--- src/inc/ddr2_host_pkg.sv ---
// Shared constants for the DDR2 command controller: request operations,
// strobe encodings, burst and gate figures, and refresh timing.
// Assumes a 200 MHz system clock and a link clock made by dividing it by two.
package ddr2_host_pkg;

	// Operations that the user side may request.
	typedef enum logic [3:0] {
		OP_ROW_OPEN,
		OP_READ,
		OP_READ_AUTOCLOSE,
		OP_WRITE,
		OP_WRITE_AUTOCLOSE,
		OP_ROW_CLOSE,
		OP_ROW_CLOSE_ALL,
		OP_REFRESH,
		OP_CONFIG_WRITE,
		OP_POWER_DOWN,
		OP_SELF_REFRESH,
		OP_WAKE
	} op_t;

	// Strobe codes, ordered {chip_select_n, row, column, write strobe}.
	localparam logic [3:0] CMD_DESELECT = 4'h8;
	localparam logic [3:0] CMD_NOP = 4'h7;
	localparam logic [3:0] CMD_ROW_OPEN = 4'h3;
	localparam logic [3:0] CMD_READ = 4'h5;
	localparam logic [3:0] CMD_WRITE = 4'h4;
	localparam logic [3:0] CMD_ROW_CLOSE = 4'h2;
	localparam logic [3:0] CMD_REFRESH = 4'h1;
	localparam logic [3:0] CMD_CONFIG = 4'h0;

	// Address bit that selects auto-close or all-bank close.
	localparam int AUTOCLOSE_BIT = 10;

	// Burst and gate figures, in link clock cycles.
	localparam int BURST_LENGTH = 4;
	localparam int GATE_MIN_HOLD = 3;
	localparam int EXIT_READ_DELAY = 200;

	// Clocking: the link clock is the system clock divided by two.
	localparam int SYS_PERIOD_PS = 5000;
	localparam int LINK_DIV = 2;
	localparam int LINK_PERIOD_PS = SYS_PERIOD_PS * LINK_DIV;

	// Refresh interval of 15.6 us; a longest time, so it rounds down.
	localparam int REFRESH_INTERVAL_NS = 15600;
	localparam int REFRESH_INTERVAL_CYC =
		(REFRESH_INTERVAL_NS * 1000) / LINK_PERIOD_PS;

	// Power-down may last at most nine refresh intervals.
	localparam int POWER_DOWN_INTERVALS = 9;
	localparam int POWER_DOWN_MAX_DEF =
		POWER_DOWN_INTERVALS * REFRESH_INTERVAL_CYC;

	// Width of the general purpose cycle counters.
	localparam int CNT_W = 16;

endpackage

--- src/ddr2_host.sv ---
// Command controller that drives a four-bank DDR2 memory over its pins.
// Assumes sys_clk at 200 MHz; the memory clock is made here by dividing it.
// Function
// - Bursts of four are never terminated or interrupted by the controller.
// - Power-down duration is bounded so refresh needs are still met.
// - Only deselect or NOP accompany power-down entry and exit.
// - Self refresh entered only with all banks idle, refresh with gate fall.
// - Only NOP is presented throughout the settle time after self-refresh exit.
// - No read for 200 link clocks after self-refresh exit.
// - Self-refresh exit carries NOP only.
// - No power-down during bursts, config writes or precharge.
// - Each new gate level is held for three link clock edges.
// - Unlisted state and gate sequences are illegal and never produced.
// - Gate stays high while driver calibration mode is active.
// - Termination control is always driven to a valid level.
// - Write mask travels with each write beat; high inhibits the beat.
// - Power-down entered only with the delay-locked loop locked.
// - Refresh is requested once per interval to cover all rows.
// - Exit latency elapses after power-down exit before any command.
`timescale 1ns/10ps

module ddr2_host #(
	parameter int ADDR_W = 12,
	parameter int DATA_W = 8,
	parameter int ROW_OPEN_CYC = 3,
	parameter int ROW_CLOSE_CYC = 3,
	parameter int REFRESH_CYC = 16,
	parameter int CONFIG_CYC = 2,
	parameter int WRITE_RECOVER_CYC = 3,
	parameter int READ_LATENCY_CYC = 3,
	parameter int WRITE_LATENCY_CYC = 2,
	parameter int PD_EXIT_CYC = 2,
	parameter int EXIT_SETTLE_CYC = 20,
	parameter int POWER_DOWN_MAX_CYC = ddr2_host_pkg::POWER_DOWN_MAX_DEF
) (
	// Clock and reset.
	input wire logic sys_clk,
	input wire logic rst_n,
	// User request port.
	input wire logic req_valid,
	input wire ddr2_host_pkg::op_t req_op,
	input wire logic [1:0] req_bank,
	input wire logic [ADDR_W-1:0] req_addr,
	output logic req_ready,
	output logic req_err,
	// Write beats supplied by the user.
	input wire logic [DATA_W-1:0] wr_data,
	input wire logic wr_mask,
	output logic wr_take,
	// Read beats returned to the user.
	output logic [DATA_W-1:0] rd_data,
	output logic rd_valid,
	// Side controls and status.
	input wire logic odt_req,
	input wire logic calib_mode,
	input wire logic dll_locked,
	output logic refresh_due,
	// Memory pins.
	output logic mem_clk,
	output logic clock_gate_input,
	output logic chip_select_n,
	output logic row_strobe_n,
	output logic column_strobe_n,
	output logic write_strobe_n,
	output logic [1:0] memory_group_select,
	output logic [ADDR_W-1:0] mem_addr,
	output logic termination_control,
	output logic write_mask_pin,
	output logic [DATA_W-1:0] dq_out,
	input wire logic [DATA_W-1:0] dq_in,
	output logic dq_oe_n
);

	typedef enum logic [2:0] {
		ST_IDLE,
		ST_BUSY,
		ST_READ,
		ST_WRITE,
		ST_POWER_DOWN,
		ST_SELF_REFRESH,
		ST_EXIT
	} state_t;

	localparam int CW = ddr2_host_pkg::CNT_W;
	localparam logic [CW-1:0] ONE = CW'(1);
	localparam logic [CW-1:0] BURST_C = CW'(ddr2_host_pkg::BURST_LENGTH);
	localparam logic [1:0] HOLD_C = 2'(ddr2_host_pkg::GATE_MIN_HOLD);
	localparam logic [7:0] XSRD_C = 8'(ddr2_host_pkg::EXIT_READ_DELAY);
	localparam logic [CW-1:0] PD_MAX_C = CW'(POWER_DOWN_MAX_CYC);
	localparam logic [CW-1:0] REFI_C =
		CW'(ddr2_host_pkg::REFRESH_INTERVAL_CYC);

	state_t state_q;
	logic [CW-1:0] cnt_q;
	logic [3:0] bank_open_q;
	logic auto_q;
	logic [1:0] auto_bank_q;
	logic clk_q;
	logic cke_q;
	logic [3:0] cmd_q;
	logic [1:0] ba_q;
	logic [ADDR_W-1:0] addr_q;
	logic odt_q;
	logic [1:0] hold_q;
	logic [CW-1:0] pd_q;
	logic [CW-1:0] ref_q;
	logic [7:0] xsrd_q;
	logic [DATA_W-1:0] dq_out_q;
	logic dm_q;
	logic oe_n_q;
	logic [DATA_W-1:0] dq_s1_q;
	logic [DATA_W-1:0] dq_s2_q;
	logic [DATA_W-1:0] rd_data_q;
	logic rd_valid_q;
	logic tick;
	logic hold_ok;
	logic any_open;
	logic legal;
	logic take;
	logic issue;
	logic pd_force;
	logic wake;
	logic beat;

	// Everything but the read capture flops moves on the edge where the memory clock falls, so the
	// pins settle half a link period before the memory samples them.
	assign tick = clk_q;
	assign hold_ok = hold_q >= HOLD_C;
	assign any_open = |bank_open_q;
	assign beat = tick && (cnt_q <= BURST_C);

	// Legality of the request against the tracked state.
	always_comb begin
		legal = 1'b0;
		if (state_q == ST_IDLE) begin
			unique case (req_op)
			ddr2_host_pkg::OP_ROW_OPEN: legal = !bank_open_q[req_bank];
			ddr2_host_pkg::OP_READ,
			ddr2_host_pkg::OP_READ_AUTOCLOSE:
				legal = bank_open_q[req_bank] && (xsrd_q == 8'h00);
			ddr2_host_pkg::OP_WRITE,
			ddr2_host_pkg::OP_WRITE_AUTOCLOSE: legal = bank_open_q[req_bank];
			ddr2_host_pkg::OP_ROW_CLOSE,
			ddr2_host_pkg::OP_ROW_CLOSE_ALL: legal = 1'b1;
			ddr2_host_pkg::OP_REFRESH,
			ddr2_host_pkg::OP_CONFIG_WRITE: legal = !any_open;
			ddr2_host_pkg::OP_POWER_DOWN:
				legal = hold_ok && !calib_mode && dll_locked;
			ddr2_host_pkg::OP_SELF_REFRESH:
				legal = !any_open && hold_ok && !calib_mode && dll_locked;
			ddr2_host_pkg::OP_WAKE: legal = 1'b0;
			default: legal = 1'b0;
			endcase
		end else begin
			// Asleep, only a wake is meaningful, and only once held long enough.
			legal = (req_op == ddr2_host_pkg::OP_WAKE) && hold_ok;
		end
	end

	// Requests are taken only at a tick and only in settled states; bursts,
	// timed waits and exits stall the requester instead of refusing it.
	assign pd_force = tick && (state_q == ST_POWER_DOWN) && hold_ok &&
		(pd_q >= PD_MAX_C);
	assign req_ready = tick && !pd_force && ((state_q == ST_IDLE) ||
		(state_q == ST_POWER_DOWN) || (state_q == ST_SELF_REFRESH));
	assign take = req_valid && req_ready;
	assign issue = take && legal;
	assign req_err = take && !legal;
	assign wake = pd_force || (issue && (state_q != ST_IDLE));

	// Memory clock divider; the memory sees one cycle per two system cycles.
	always_ff @(posedge sys_clk) begin
		if (!rst_n) begin
			clk_q <= 1'b0;
		end else begin
			clk_q <= !clk_q;
		end
	end

	// Bank tracking and sequencing through the timed states.
	always_ff @(posedge sys_clk) begin
		if (!rst_n) begin
			state_q <= ST_IDLE;
			cnt_q <= '0;
			bank_open_q <= 4'h0;
			auto_q <= 1'b0;
			auto_bank_q <= 2'h0;
		end else if (tick) begin
			unique case (state_q)
			ST_IDLE: begin
				if (issue) begin
					unique case (req_op)
					ddr2_host_pkg::OP_ROW_OPEN: begin
						bank_open_q[req_bank] <= 1'b1;
						state_q <= ST_BUSY;
						cnt_q <= CW'(ROW_OPEN_CYC);
					end
					ddr2_host_pkg::OP_READ,
					ddr2_host_pkg::OP_READ_AUTOCLOSE: begin
						auto_q <= req_op == ddr2_host_pkg::OP_READ_AUTOCLOSE;
						auto_bank_q <= req_bank;
						state_q <= ST_READ;
						cnt_q <= CW'(READ_LATENCY_CYC) + BURST_C;
					end
					ddr2_host_pkg::OP_WRITE,
					ddr2_host_pkg::OP_WRITE_AUTOCLOSE: begin
						auto_q <= req_op == ddr2_host_pkg::OP_WRITE_AUTOCLOSE;
						auto_bank_q <= req_bank;
						state_q <= ST_WRITE;
						cnt_q <= CW'(WRITE_LATENCY_CYC) + BURST_C;
					end
					ddr2_host_pkg::OP_ROW_CLOSE: begin
						bank_open_q[req_bank] <= 1'b0;
						state_q <= ST_BUSY;
						cnt_q <= CW'(ROW_CLOSE_CYC);
					end
					ddr2_host_pkg::OP_ROW_CLOSE_ALL: begin
						bank_open_q <= 4'h0;
						state_q <= ST_BUSY;
						cnt_q <= CW'(ROW_CLOSE_CYC);
					end
					ddr2_host_pkg::OP_REFRESH: begin
						state_q <= ST_BUSY;
						cnt_q <= CW'(REFRESH_CYC);
					end
					ddr2_host_pkg::OP_CONFIG_WRITE: begin
						state_q <= ST_BUSY;
						cnt_q <= CW'(CONFIG_CYC);
					end
					ddr2_host_pkg::OP_POWER_DOWN: state_q <= ST_POWER_DOWN;
					ddr2_host_pkg::OP_SELF_REFRESH: state_q <= ST_SELF_REFRESH;
					ddr2_host_pkg::OP_WAKE: state_q <= ST_IDLE;
					default: state_q <= ST_IDLE;
					endcase
				end
			end
			ST_BUSY, ST_EXIT: begin
				// Config writes, closes and exit latency all finish here.
				if (cnt_q <= ONE) begin
					state_q <= ST_IDLE;
				end else begin
					cnt_q <= cnt_q - ONE;
				end
			end
			ST_READ: begin
				if (cnt_q <= ONE) begin
					if (auto_q) begin
						bank_open_q[auto_bank_q] <= 1'b0;
						state_q <= ST_BUSY;
						cnt_q <= CW'(ROW_CLOSE_CYC);
					end else begin
						state_q <= ST_IDLE;
					end
				end else begin
					cnt_q <= cnt_q - ONE;
				end
			end
			ST_WRITE: begin
				// Write recovery always follows; an auto-close adds the close.
				if (cnt_q <= ONE) begin
					state_q <= ST_BUSY;
					if (auto_q) begin
						bank_open_q[auto_bank_q] <= 1'b0;
						cnt_q <= CW'(WRITE_RECOVER_CYC + ROW_CLOSE_CYC);
					end else begin
						cnt_q <= CW'(WRITE_RECOVER_CYC);
					end
				end else begin
					cnt_q <= cnt_q - ONE;
				end
			end
			ST_POWER_DOWN: begin
				if (wake) begin
					state_q <= ST_EXIT;
					cnt_q <= CW'(PD_EXIT_CYC);
				end
			end
			ST_SELF_REFRESH: begin
				if (wake) begin
					state_q <= ST_EXIT;
					cnt_q <= CW'(EXIT_SETTLE_CYC);
				end
			end
			endcase
		end
	end

	// Command pins and the clock gate. A NOP stands on every tick that does
	// not issue, so bursts and exit windows carry nothing else.
	always_ff @(posedge sys_clk) begin
		if (!rst_n) begin
			cmd_q <= ddr2_host_pkg::CMD_NOP;
			cke_q <= 1'b1;
			ba_q <= 2'h0;
			addr_q <= '0;
			hold_q <= HOLD_C;
		end else if (tick) begin
			cmd_q <= ddr2_host_pkg::CMD_NOP;
			if (hold_q < HOLD_C) begin
				hold_q <= hold_q + 2'h1;
			end
			if (wake) begin
				cke_q <= 1'b1;
				hold_q <= 2'h1;
			end else if (issue) begin
				ba_q <= req_bank;
				addr_q <= req_addr;
				unique case (req_op)
				ddr2_host_pkg::OP_ROW_OPEN: cmd_q <= ddr2_host_pkg::CMD_ROW_OPEN;
				ddr2_host_pkg::OP_READ,
				ddr2_host_pkg::OP_READ_AUTOCLOSE: begin
					cmd_q <= ddr2_host_pkg::CMD_READ;
					addr_q[ddr2_host_pkg::AUTOCLOSE_BIT] <=
						req_op == ddr2_host_pkg::OP_READ_AUTOCLOSE;
				end
				ddr2_host_pkg::OP_WRITE,
				ddr2_host_pkg::OP_WRITE_AUTOCLOSE: begin
					cmd_q <= ddr2_host_pkg::CMD_WRITE;
					addr_q[ddr2_host_pkg::AUTOCLOSE_BIT] <=
						req_op == ddr2_host_pkg::OP_WRITE_AUTOCLOSE;
				end
				ddr2_host_pkg::OP_ROW_CLOSE,
				ddr2_host_pkg::OP_ROW_CLOSE_ALL: begin
					cmd_q <= ddr2_host_pkg::CMD_ROW_CLOSE;
					addr_q[ddr2_host_pkg::AUTOCLOSE_BIT] <=
						req_op == ddr2_host_pkg::OP_ROW_CLOSE_ALL;
				end
				ddr2_host_pkg::OP_REFRESH: cmd_q <= ddr2_host_pkg::CMD_REFRESH;
				ddr2_host_pkg::OP_CONFIG_WRITE: cmd_q <= ddr2_host_pkg::CMD_CONFIG;
				ddr2_host_pkg::OP_POWER_DOWN: begin
					cke_q <= 1'b0;
					hold_q <= 2'h1;
				end
				ddr2_host_pkg::OP_SELF_REFRESH: begin
					cmd_q <= ddr2_host_pkg::CMD_REFRESH;
					cke_q <= 1'b0;
					hold_q <= 2'h1;
				end
				ddr2_host_pkg::OP_WAKE: cke_q <= 1'b1;
				default: cmd_q <= ddr2_host_pkg::CMD_NOP;
				endcase
			end
		end
	end

	// Termination follows the user level and is always driven; it is
	// parked low in self refresh, where the memory flags a high level as a fault.
	always_ff @(posedge sys_clk) begin
		if (!rst_n) begin
			odt_q <= 1'b0;
		end else if (tick) begin
			odt_q <= odt_req && (state_q != ST_SELF_REFRESH);
		end
	end

	// Power-down length, refresh interval and post-exit read delay.
	always_ff @(posedge sys_clk) begin
		if (!rst_n) begin
			pd_q <= '0;
			ref_q <= '0;
			xsrd_q <= 8'h00;
		end else if (tick) begin
			if (state_q == ST_POWER_DOWN && pd_q < PD_MAX_C) begin
				pd_q <= pd_q + ONE;
			end else if (state_q != ST_POWER_DOWN) begin
				pd_q <= '0;
			end
			// The memory refreshes itself while asleep in self refresh.
			if ((issue && req_op == ddr2_host_pkg::OP_REFRESH) ||
				state_q == ST_SELF_REFRESH) begin
				ref_q <= '0;
			end else if (ref_q < REFI_C) begin
				ref_q <= ref_q + ONE;
			end
			if (wake && state_q == ST_SELF_REFRESH) begin
				xsrd_q <= XSRD_C;
			end else if (xsrd_q != 8'h00) begin
				xsrd_q <= xsrd_q - 8'h01;
			end
		end
	end

	assign refresh_due = ref_q >= REFI_C;

	// Write beats: each data word leaves with its own mask bit.
	assign wr_take = beat && (state_q == ST_WRITE);
	always_ff @(posedge sys_clk) begin
		if (!rst_n) begin
			dq_out_q <= '0;
			dm_q <= 1'b1;
			oe_n_q <= 1'b1;
		end else if (tick) begin
			oe_n_q <= !wr_take;
			dm_q <= wr_take ? wr_mask : 1'b1;
			if (wr_take) begin
				dq_out_q <= wr_data;
			end
		end
	end

	// Read beats: the data pins pass two flops before they are captured.
	always_ff @(posedge sys_clk) begin
		if (!rst_n) begin
			dq_s1_q <= '0;
			dq_s2_q <= '0;
			rd_data_q <= '0;
			rd_valid_q <= 1'b0;
		end else begin
			dq_s1_q <= dq_in;
			dq_s2_q <= dq_s1_q;
			rd_valid_q <= beat && (state_q == ST_READ);
			if (beat && (state_q == ST_READ)) begin
				rd_data_q <= dq_s2_q;
			end
		end
	end

	assign mem_clk = clk_q;
	assign clock_gate_input = cke_q;
	assign {chip_select_n, row_strobe_n, column_strobe_n, write_strobe_n} = cmd_q;
	assign memory_group_select = ba_q;
	assign mem_addr = addr_q;
	assign termination_control = odt_q;
	assign write_mask_pin = dm_q;
	assign dq_out = dq_out_q;
	assign dq_oe_n = oe_n_q;
	assign rd_data = rd_data_q;
	assign rd_valid = rd_valid_q;
endmodule

--- config.mk ---
export PLATFORM = sky130hd
export DESIGN_NAME = ddr2_host
export DESIGN_NICKNAME = d
export VERILOG_FILES = /design/src/inc/ddr2_host_pkg.sv /design/src/ddr2_host.sv
export SDC_FILE = /design/constraint.sdc
export NUM_CORES = 1
export LEC_CHECK = 0
export ABC_CLOCK_PERIOD_IN_PS = 3100
export BUFFER_PORTS_ARGS = -buffer_cell sky130_fd_sc_hd__buf_2
export CAP_MARGIN = 40
export CORE_MARGIN = 2
export CORE_UTILIZATION = 52
export CTS_CLUSTER_DIAMETER = 120
export DETAILED_ROUTE_END_ITERATION = 10
export HOLD_SLACK_MARGIN = 0.06
export PLACE_DENSITY = 0.76
export SYNTH_ARGS = -nofsm -noshare
export SYNTH_HDL_FRONTEND = slang
export SYNTH_SLANG_ARGS = --single-unit
--- constraint.sdc ---
create_clock -name sys_clk -period 3.1 [get_ports sys_clk]
set_clock_uncertainty 0.05 [all_clocks]
set_input_delay 0.31 -clock sys_clk [delete_from_list [all_inputs] [get_ports sys_clk]]
set_output_delay 0.31 -clock sys_clk [all_outputs]
set_load 0.01 [all_outputs]
-- Yosys cells after proc, flatten, opt, wreduce, memory -nomap -nowiden
Cells that the tools add are included.
- input port bits: 41
- memories kept: 0
- memory bits (writable): 0
- ROM bits: 0
- output and inout bits: 44
- bits in latches: 0
- bits in registers: 124
- word-level logic and storage cells: 199
- eq/ne operators: 32
- add/subtract/negate cells: 5
- muxes and demuxes: 50
- div/mod/pow operators: 0
- $lt $le $gt $ge: 12
- reduce and logical (&&, ||, !) cells: 72
- bitwise logic cells: 6
- multipliers: 0
- shifts and indexed selects: 0
- operator list (operator ; count):
    $mux 16 ; 11
    $pmux 16 s6 ; 1
    $pmux 16 s5 ; 1
    $add 16x1->16 const B ; 2
    $pmux 3 s5 ; 2
    $logic_and 1x1->1 ; 25
    $mux 3 ; 8
    $pmux 3 s6 ; 1
    $reduce_or 2->1 ; 9
    $eq 4x3->1 const B ; 4
    $eq 4x4->1 const B ; 4
    $ge 16x11->1 const B ; 1
    $ge 16x14->1 const B ; 1
    $le 16x1->1 const B ; 1
    $le 16x3->1 const B ; 1
    $lt 16x11->1 const B ; 1
    $lt 16x14->1 const B ; 1
    $mux 8 ; 2
    $sub 16x1->16 const B ; 1
    $ne 2x2->1 const B ; 7
    $mux 4 ; 3
    $pmux 4 s3 ; 1
    $reduce_and 6->1 ; 2
    $reduce_bool 2->1 ; 6
    41 further kinds ; 81

-- Longest topological paths before layout
- depth in word-level cells: 14
- gate-level depth with buffers: 12
- mapped depth without buffers: 9

-- Worst setup path before layout
No wires, ideal clock.
- path type: register -> register
- start: reg xsrd_q[0]
- end: reg ref_q[5]
- clock period less this slack: 2.947 ns
- setup time: 0.071 ns
- required time: 2.979 ns
- path buffers: 2
- slack: 0.153 ns
- arrival time: 2.825 ns
- cell stages (with the launch flop): 12
- cell sequence: dfxtp_1 -> inv_1 -> ha_1 -> or3b_2 -> or4_4 -> a311oi_2 -> or4_1 -> buf_6 -> a41oi_4 -> buf_6 -> or4_1 -> a21oi_1
- longest elaborated chain between the ends: 9
- elaborated cells on any way between the ends: 10
- those cells by class: 3 x mux; 7 x reduce/logical
- RTL lines (what ; line ; RTL):
    start, declared ; ddr2_host.sv:107 ; logic [7:0] xsrd_q;
    start signal, assigned ; ddr2_host.sv:378 ; xsrd_q <= xsrd_q - 8'h01;
    $logic_not 8->1 * ; ddr2_host.sv:140 ; legal = bank_open_q[req_bank] && (xsrd_q == 8'h00);
    $logic_and 1x1->1 * ; ddr2_host.sv:140 ;
    $pmux 1 s7 * ; ddr2_host.sv:136 ; unique case (req_op)
    $mux 1 * ; ddr2_host.sv:135 ; if (state_q == ST_IDLE) begin
    $logic_and 1x1->1 * ; ddr2_host.sv:167 ; assign issue = take && legal;
    $logic_and 1x1->1 * ; ddr2_host.sv:369 ; if ((issue && req_op == ddr2_host_pkg::OP_REFRESH) ||
    $logic_or 1x1->1 * ; ddr2_host.sv:369 ;
    $reduce_bool 2->1 (no line) ; - ;
    $reduce_and 2->1 (no line) ; - ;
    end signal, assigned ; ddr2_host.sv:373 ; ref_q <= ref_q + ONE;
    end, declared ; ddr2_host.sv:106 ; logic [CW-1:0] ref_q;
Every way passes the cells marked *; elsewhere a longest branch is shown, timed or not.
A chain may end at the register's enable or synchronous reset.

-- Worst setup path after layout
- start: reg xsrd_q[1]
- end: out req_err
- longest elaborated chain between the ends: 6
- RTL lines (what ; line ; RTL):
    $logic_not 8->1 ; ddr2_host.sv:140 ;
    $logic_and 1x1->1 ; ddr2_host.sv:140 ;
    $pmux 1 s7 ; ddr2_host.sv:136 ;
    $mux 1 ; ddr2_host.sv:135 ;
    $logic_not 1->1 ; ddr2_host.sv:168 ; assign req_err = take && !legal;
    $logic_and 1x1->1 ; ddr2_host.sv:168 ;
    end, declared ; ddr2_host.sv:45 ; output logic req_err,
No other way between the ends.

==> flow_summary_export.csv <==
group,metric,value,unit
sta,hold-worst-slack,79.3,ps
detailed_routing,wl,15400,um
detailed_routing,drc_errors,0,
worst_setup_path,crit_path_end_kind,"primary output",
cts,clk_path_buf_depth,2,
worst_setup_path,path_cells,"inv_2, ha_4, or3b_2, or4_4, a311oi_2, or4_4, buf_4, a21boi_1, buf_2",
final_layout,drive_gt1_frac,0.205,
worst_setup_path,crit_arrival,2690,ps
logic_synthesis,synth_flop_cell,"dfxtp_1",
final_layout,syn2layout_area_growth,23.5,%
run_status,outcome,"completed",
sta,period_needed,3050,ps
sta,fin_tns_setup,0,ps
sta,clock.fmax,0.328,GHz
pwr,powerDensity,578,nW/um2
sta,hold_viol_final,0,
floorplanning,initial_core_util,0.527,
logic_synthesis,syn-instance-count,718,
placed_design,gp_congestion,0.887,
detailed_routing,detail_route.wl_per_cell,15.8,um
detailed_routing,dr.pass1.iters,5,
pwr,p_leak,0.00291,uW
logic_synthesis,synth_fp_nets,768,
sta,slew_viol_final,0,
floorplanning,die-area,12300,um2
floorplanning,rows,39,
global_route,first_global_vias,5413,
cts,clock_sinks,123,
placed_design,placed_area,6610,um2
floorplanning,die_height,111,um
logic_synthesis,synth_area_leader_cell,"dfxtp_1",
cts,clkSlewWorstSetupHoldPaths,50,ps
cts,cts_tree,"done",
logic_synthesis,synth_top_area_frac,0.414,
sta,period_share,0.985,
sta,worst_pin_slew,611,ps
sta,setup_viol,0,
final_layout,antennaDiodeCount,0,
logic_synthesis,synth_edf_count,0,
logic_synthesis,ys.warnings.count,0,
detailed_routing,detail-route-antenna-nets,0,
worst_setup_path,crit_path_frequent_cell,"or4_4",
logic_synthesis,synth.top_cells.by_count,"dfxtp_1, nor2_1, a21oi_1",
floorplanning,die_w,111,um
detailed_routing,vias,5817,
cts,clock_latency,420,ps
cts,root_buffer,"clkbuf_16",
worst_setup_path,critPathSlowestCell,"or3b_2",
final_layout,finalInstanceArea,7340,um2
floorplanning,core,11300,um2
worst_setup_path,slowest_delay,430,ps
worst_setup_path,required,2740,ps
worst_setup_path,critPathLaunchType,"flip-flop",
placed_design,dp_hpwl,10300,um
final_layout,final_nets,872,
logic_synthesis,syn_area_per_cell,8.28,um2
global_route,overflow,0,
global_route,antenna_found_initial,0,
worst_setup_path,cp_max_fo,5,
sta,slew_headroom,0.589,
logic_synthesis,post-synth-top-count-cell,"dfxtp_1",
cts,cts_buffers,17,
cts,cts_max_level,4,
placed_design,io_buffers,83,
final_layout,fillers,918,
worst_setup_path,path_class,"reg2out",
detailed_routing,dr.first_iter.drc_count,496,
logic_synthesis,synthTopCellsByArea,"dfxtp_1, nor2_1, mux2i_1",
global_route,grt_max_degree,56,
floorplanning,pin_count,85,
logic_synthesis,syn_area,5940,um2
global_route,grt.total_usage,0.252,
logic_synthesis,synthArstFlopShare,0,
logic_synthesis,ys_seq_elements,123,
global_route,grt_pass1_wl,25700,um
logic_synthesis,synth.distinct_cells,67,
min_path,hp-class,"in2reg",
logic_synthesis,seq_area_frac_synth,0.414,
flow_run,maxCapViolations,0,
pwr,vdd_ir_drop_max,0.524,mV
detailed_routing,via_per_inst,5.95,
flip-flops by register name, indices dropped and copies added (netlist names), 12 cells and up:
name / cells
mem_addr: 12
ref_q: 16
cnt_q: 16
pd_q: 16
layout by cell type, fill, tap and decap left out, types with 5 or more instances in the layout:
cell type / netlist / final
dfxtp_1: 123 / 121
nor2_1: 86 / 85
buf_2: 5 / 83
a21oi_1: 61 / 58
nand2_1: 53 / 53
o21ai_0: 36 / 36
mux2i_1: 31 / 31
nor3_1: 30 / 30
buf_4: 1 / 29
inv_1: 26 / 24
and2_1: 18 / 18
clkbuf_16: 0 / 17
nand4_1: 15 / 15
nand3_1: 15 / 15
nor4_1: 14 / 14
or3_1: 14 / 14
a31oi_1: 12 / 12
xnor2_1: 12 / 12
and3_1: 9 / 9
or4_1: 10 / 8
nand2b_1: 8 / 8
nor2b_1: 8 / 8
ha_1: 9 / 8
dlygate4sd3_1: 0 / 7
o21a_1: 6 / 6
o32ai_1: 5 / 5
o31ai_1: 5 / 5
xor2_1: 5 / 5
clkinv_2: 0 / 5
repair_timing:
| item | 4_1_cts | 5_1_grt |
|---|---|---|
| cloned | 0 | 1 |
| resized for setup | 1 | 14 |
| endpoints found under the setup margin | 7 | 13 |
| endpoints found under the hold margin | 7 | 0 |
| hold buffers | 7 | 0 |
| pin swaps | 2 | 6 |
| buffers inserted | 2 | 2 |
final cells by class:
class | instances | area [um2] | area share
Timing Repair Buffer | 123 | 766 | 0.104
Clock buffer | 20 | 447 | 0.0608
Multi-Input combinational cell | 529 | 3260 | 0.443
Sequential cell | 123 | 2460 | 0.336
Inverter | 28 | 105 | 0.0143
Tap cell | 143 | 179 | 0.0244
Clock inverter | 12 | 124 | 0.0169
worst max-delay path: cells and delay by family, from the launching register on:
kind / cells / cell delay [ps]
adder cells (fa/ha/maj): 1 / 130
buffers and inverters: 3 / 380
flip-flops: 1 / 330
AO/OA/AOI/OAI: 2 / 410
AND/OR/NAND/NOR: 3 / 1040
routing by layer:
| layer | up-vias | GRT usage | part of all wire |
|---|---|---|---|
| met2 | 232 | 0.410 | 0.48 |
| met5 | - | 0 | 0 |
| met1 | 2743 | 0.327 | 0.43 |
| met3 | 35 | 0.0629 | 0.059 |
| li1 | 2807 | - | - |
| met4 | 0 | 0.0883 | 0.023 |
path summary, 6_finish.rpt:
kind	startpoint	endpoint	slack (ps)	cells after the start
worst min-delay path	wr_mask	write_mask_pin	80	3
worst min register to register	dq_s1_q[3]	dq_s2_q[3]	380	1
worst max-delay path	xsrd_q[1]	req_err	50	9
worst max register to register	xsrd_q[1]	ref_q[9]	80	10
cell families (layout without fill, tap and decap cells):
family	Yosys count	after routing	synth area share
other	1	1	0.000631
adder cells (fa/ha/maj)	9	9	0.0189
buffers and inverters	67	183	0.0465
XOR/XNOR	17	17	0.0250
AND/OR/NAND/NOR	300	300	0.257
AO/OA/AOI/OAI	169	170	0.182
multiplexers	32	32	0.0560
flip-flops	123	123	0.414
metrics by stage:
step,power (uW),setup WS [ps],instances,utilization
5_1_grt,4430,-13.1,978,0.651
4_1_cts,4240,0.264,975,0.645
3_5_place_dp,2330,-60.4,934,0.586
6_report,4240,46.8,978,0.651
3_3_place_gp,2300,58.2,934,0.586
2_1_floorplan,2170,153,718,-
power by group:
part | internal (uW) | leakage [uW] | switching, uW
Clock | 1190 | 0.000272 | 704
Sequential | 1650 | 0.000997 | 57.2
Combinational | 285 | 0.00164 | 348
Total | 3130 | 0.00291 | 1110
No activity file was read; power rests on OpenSTA's default activity.
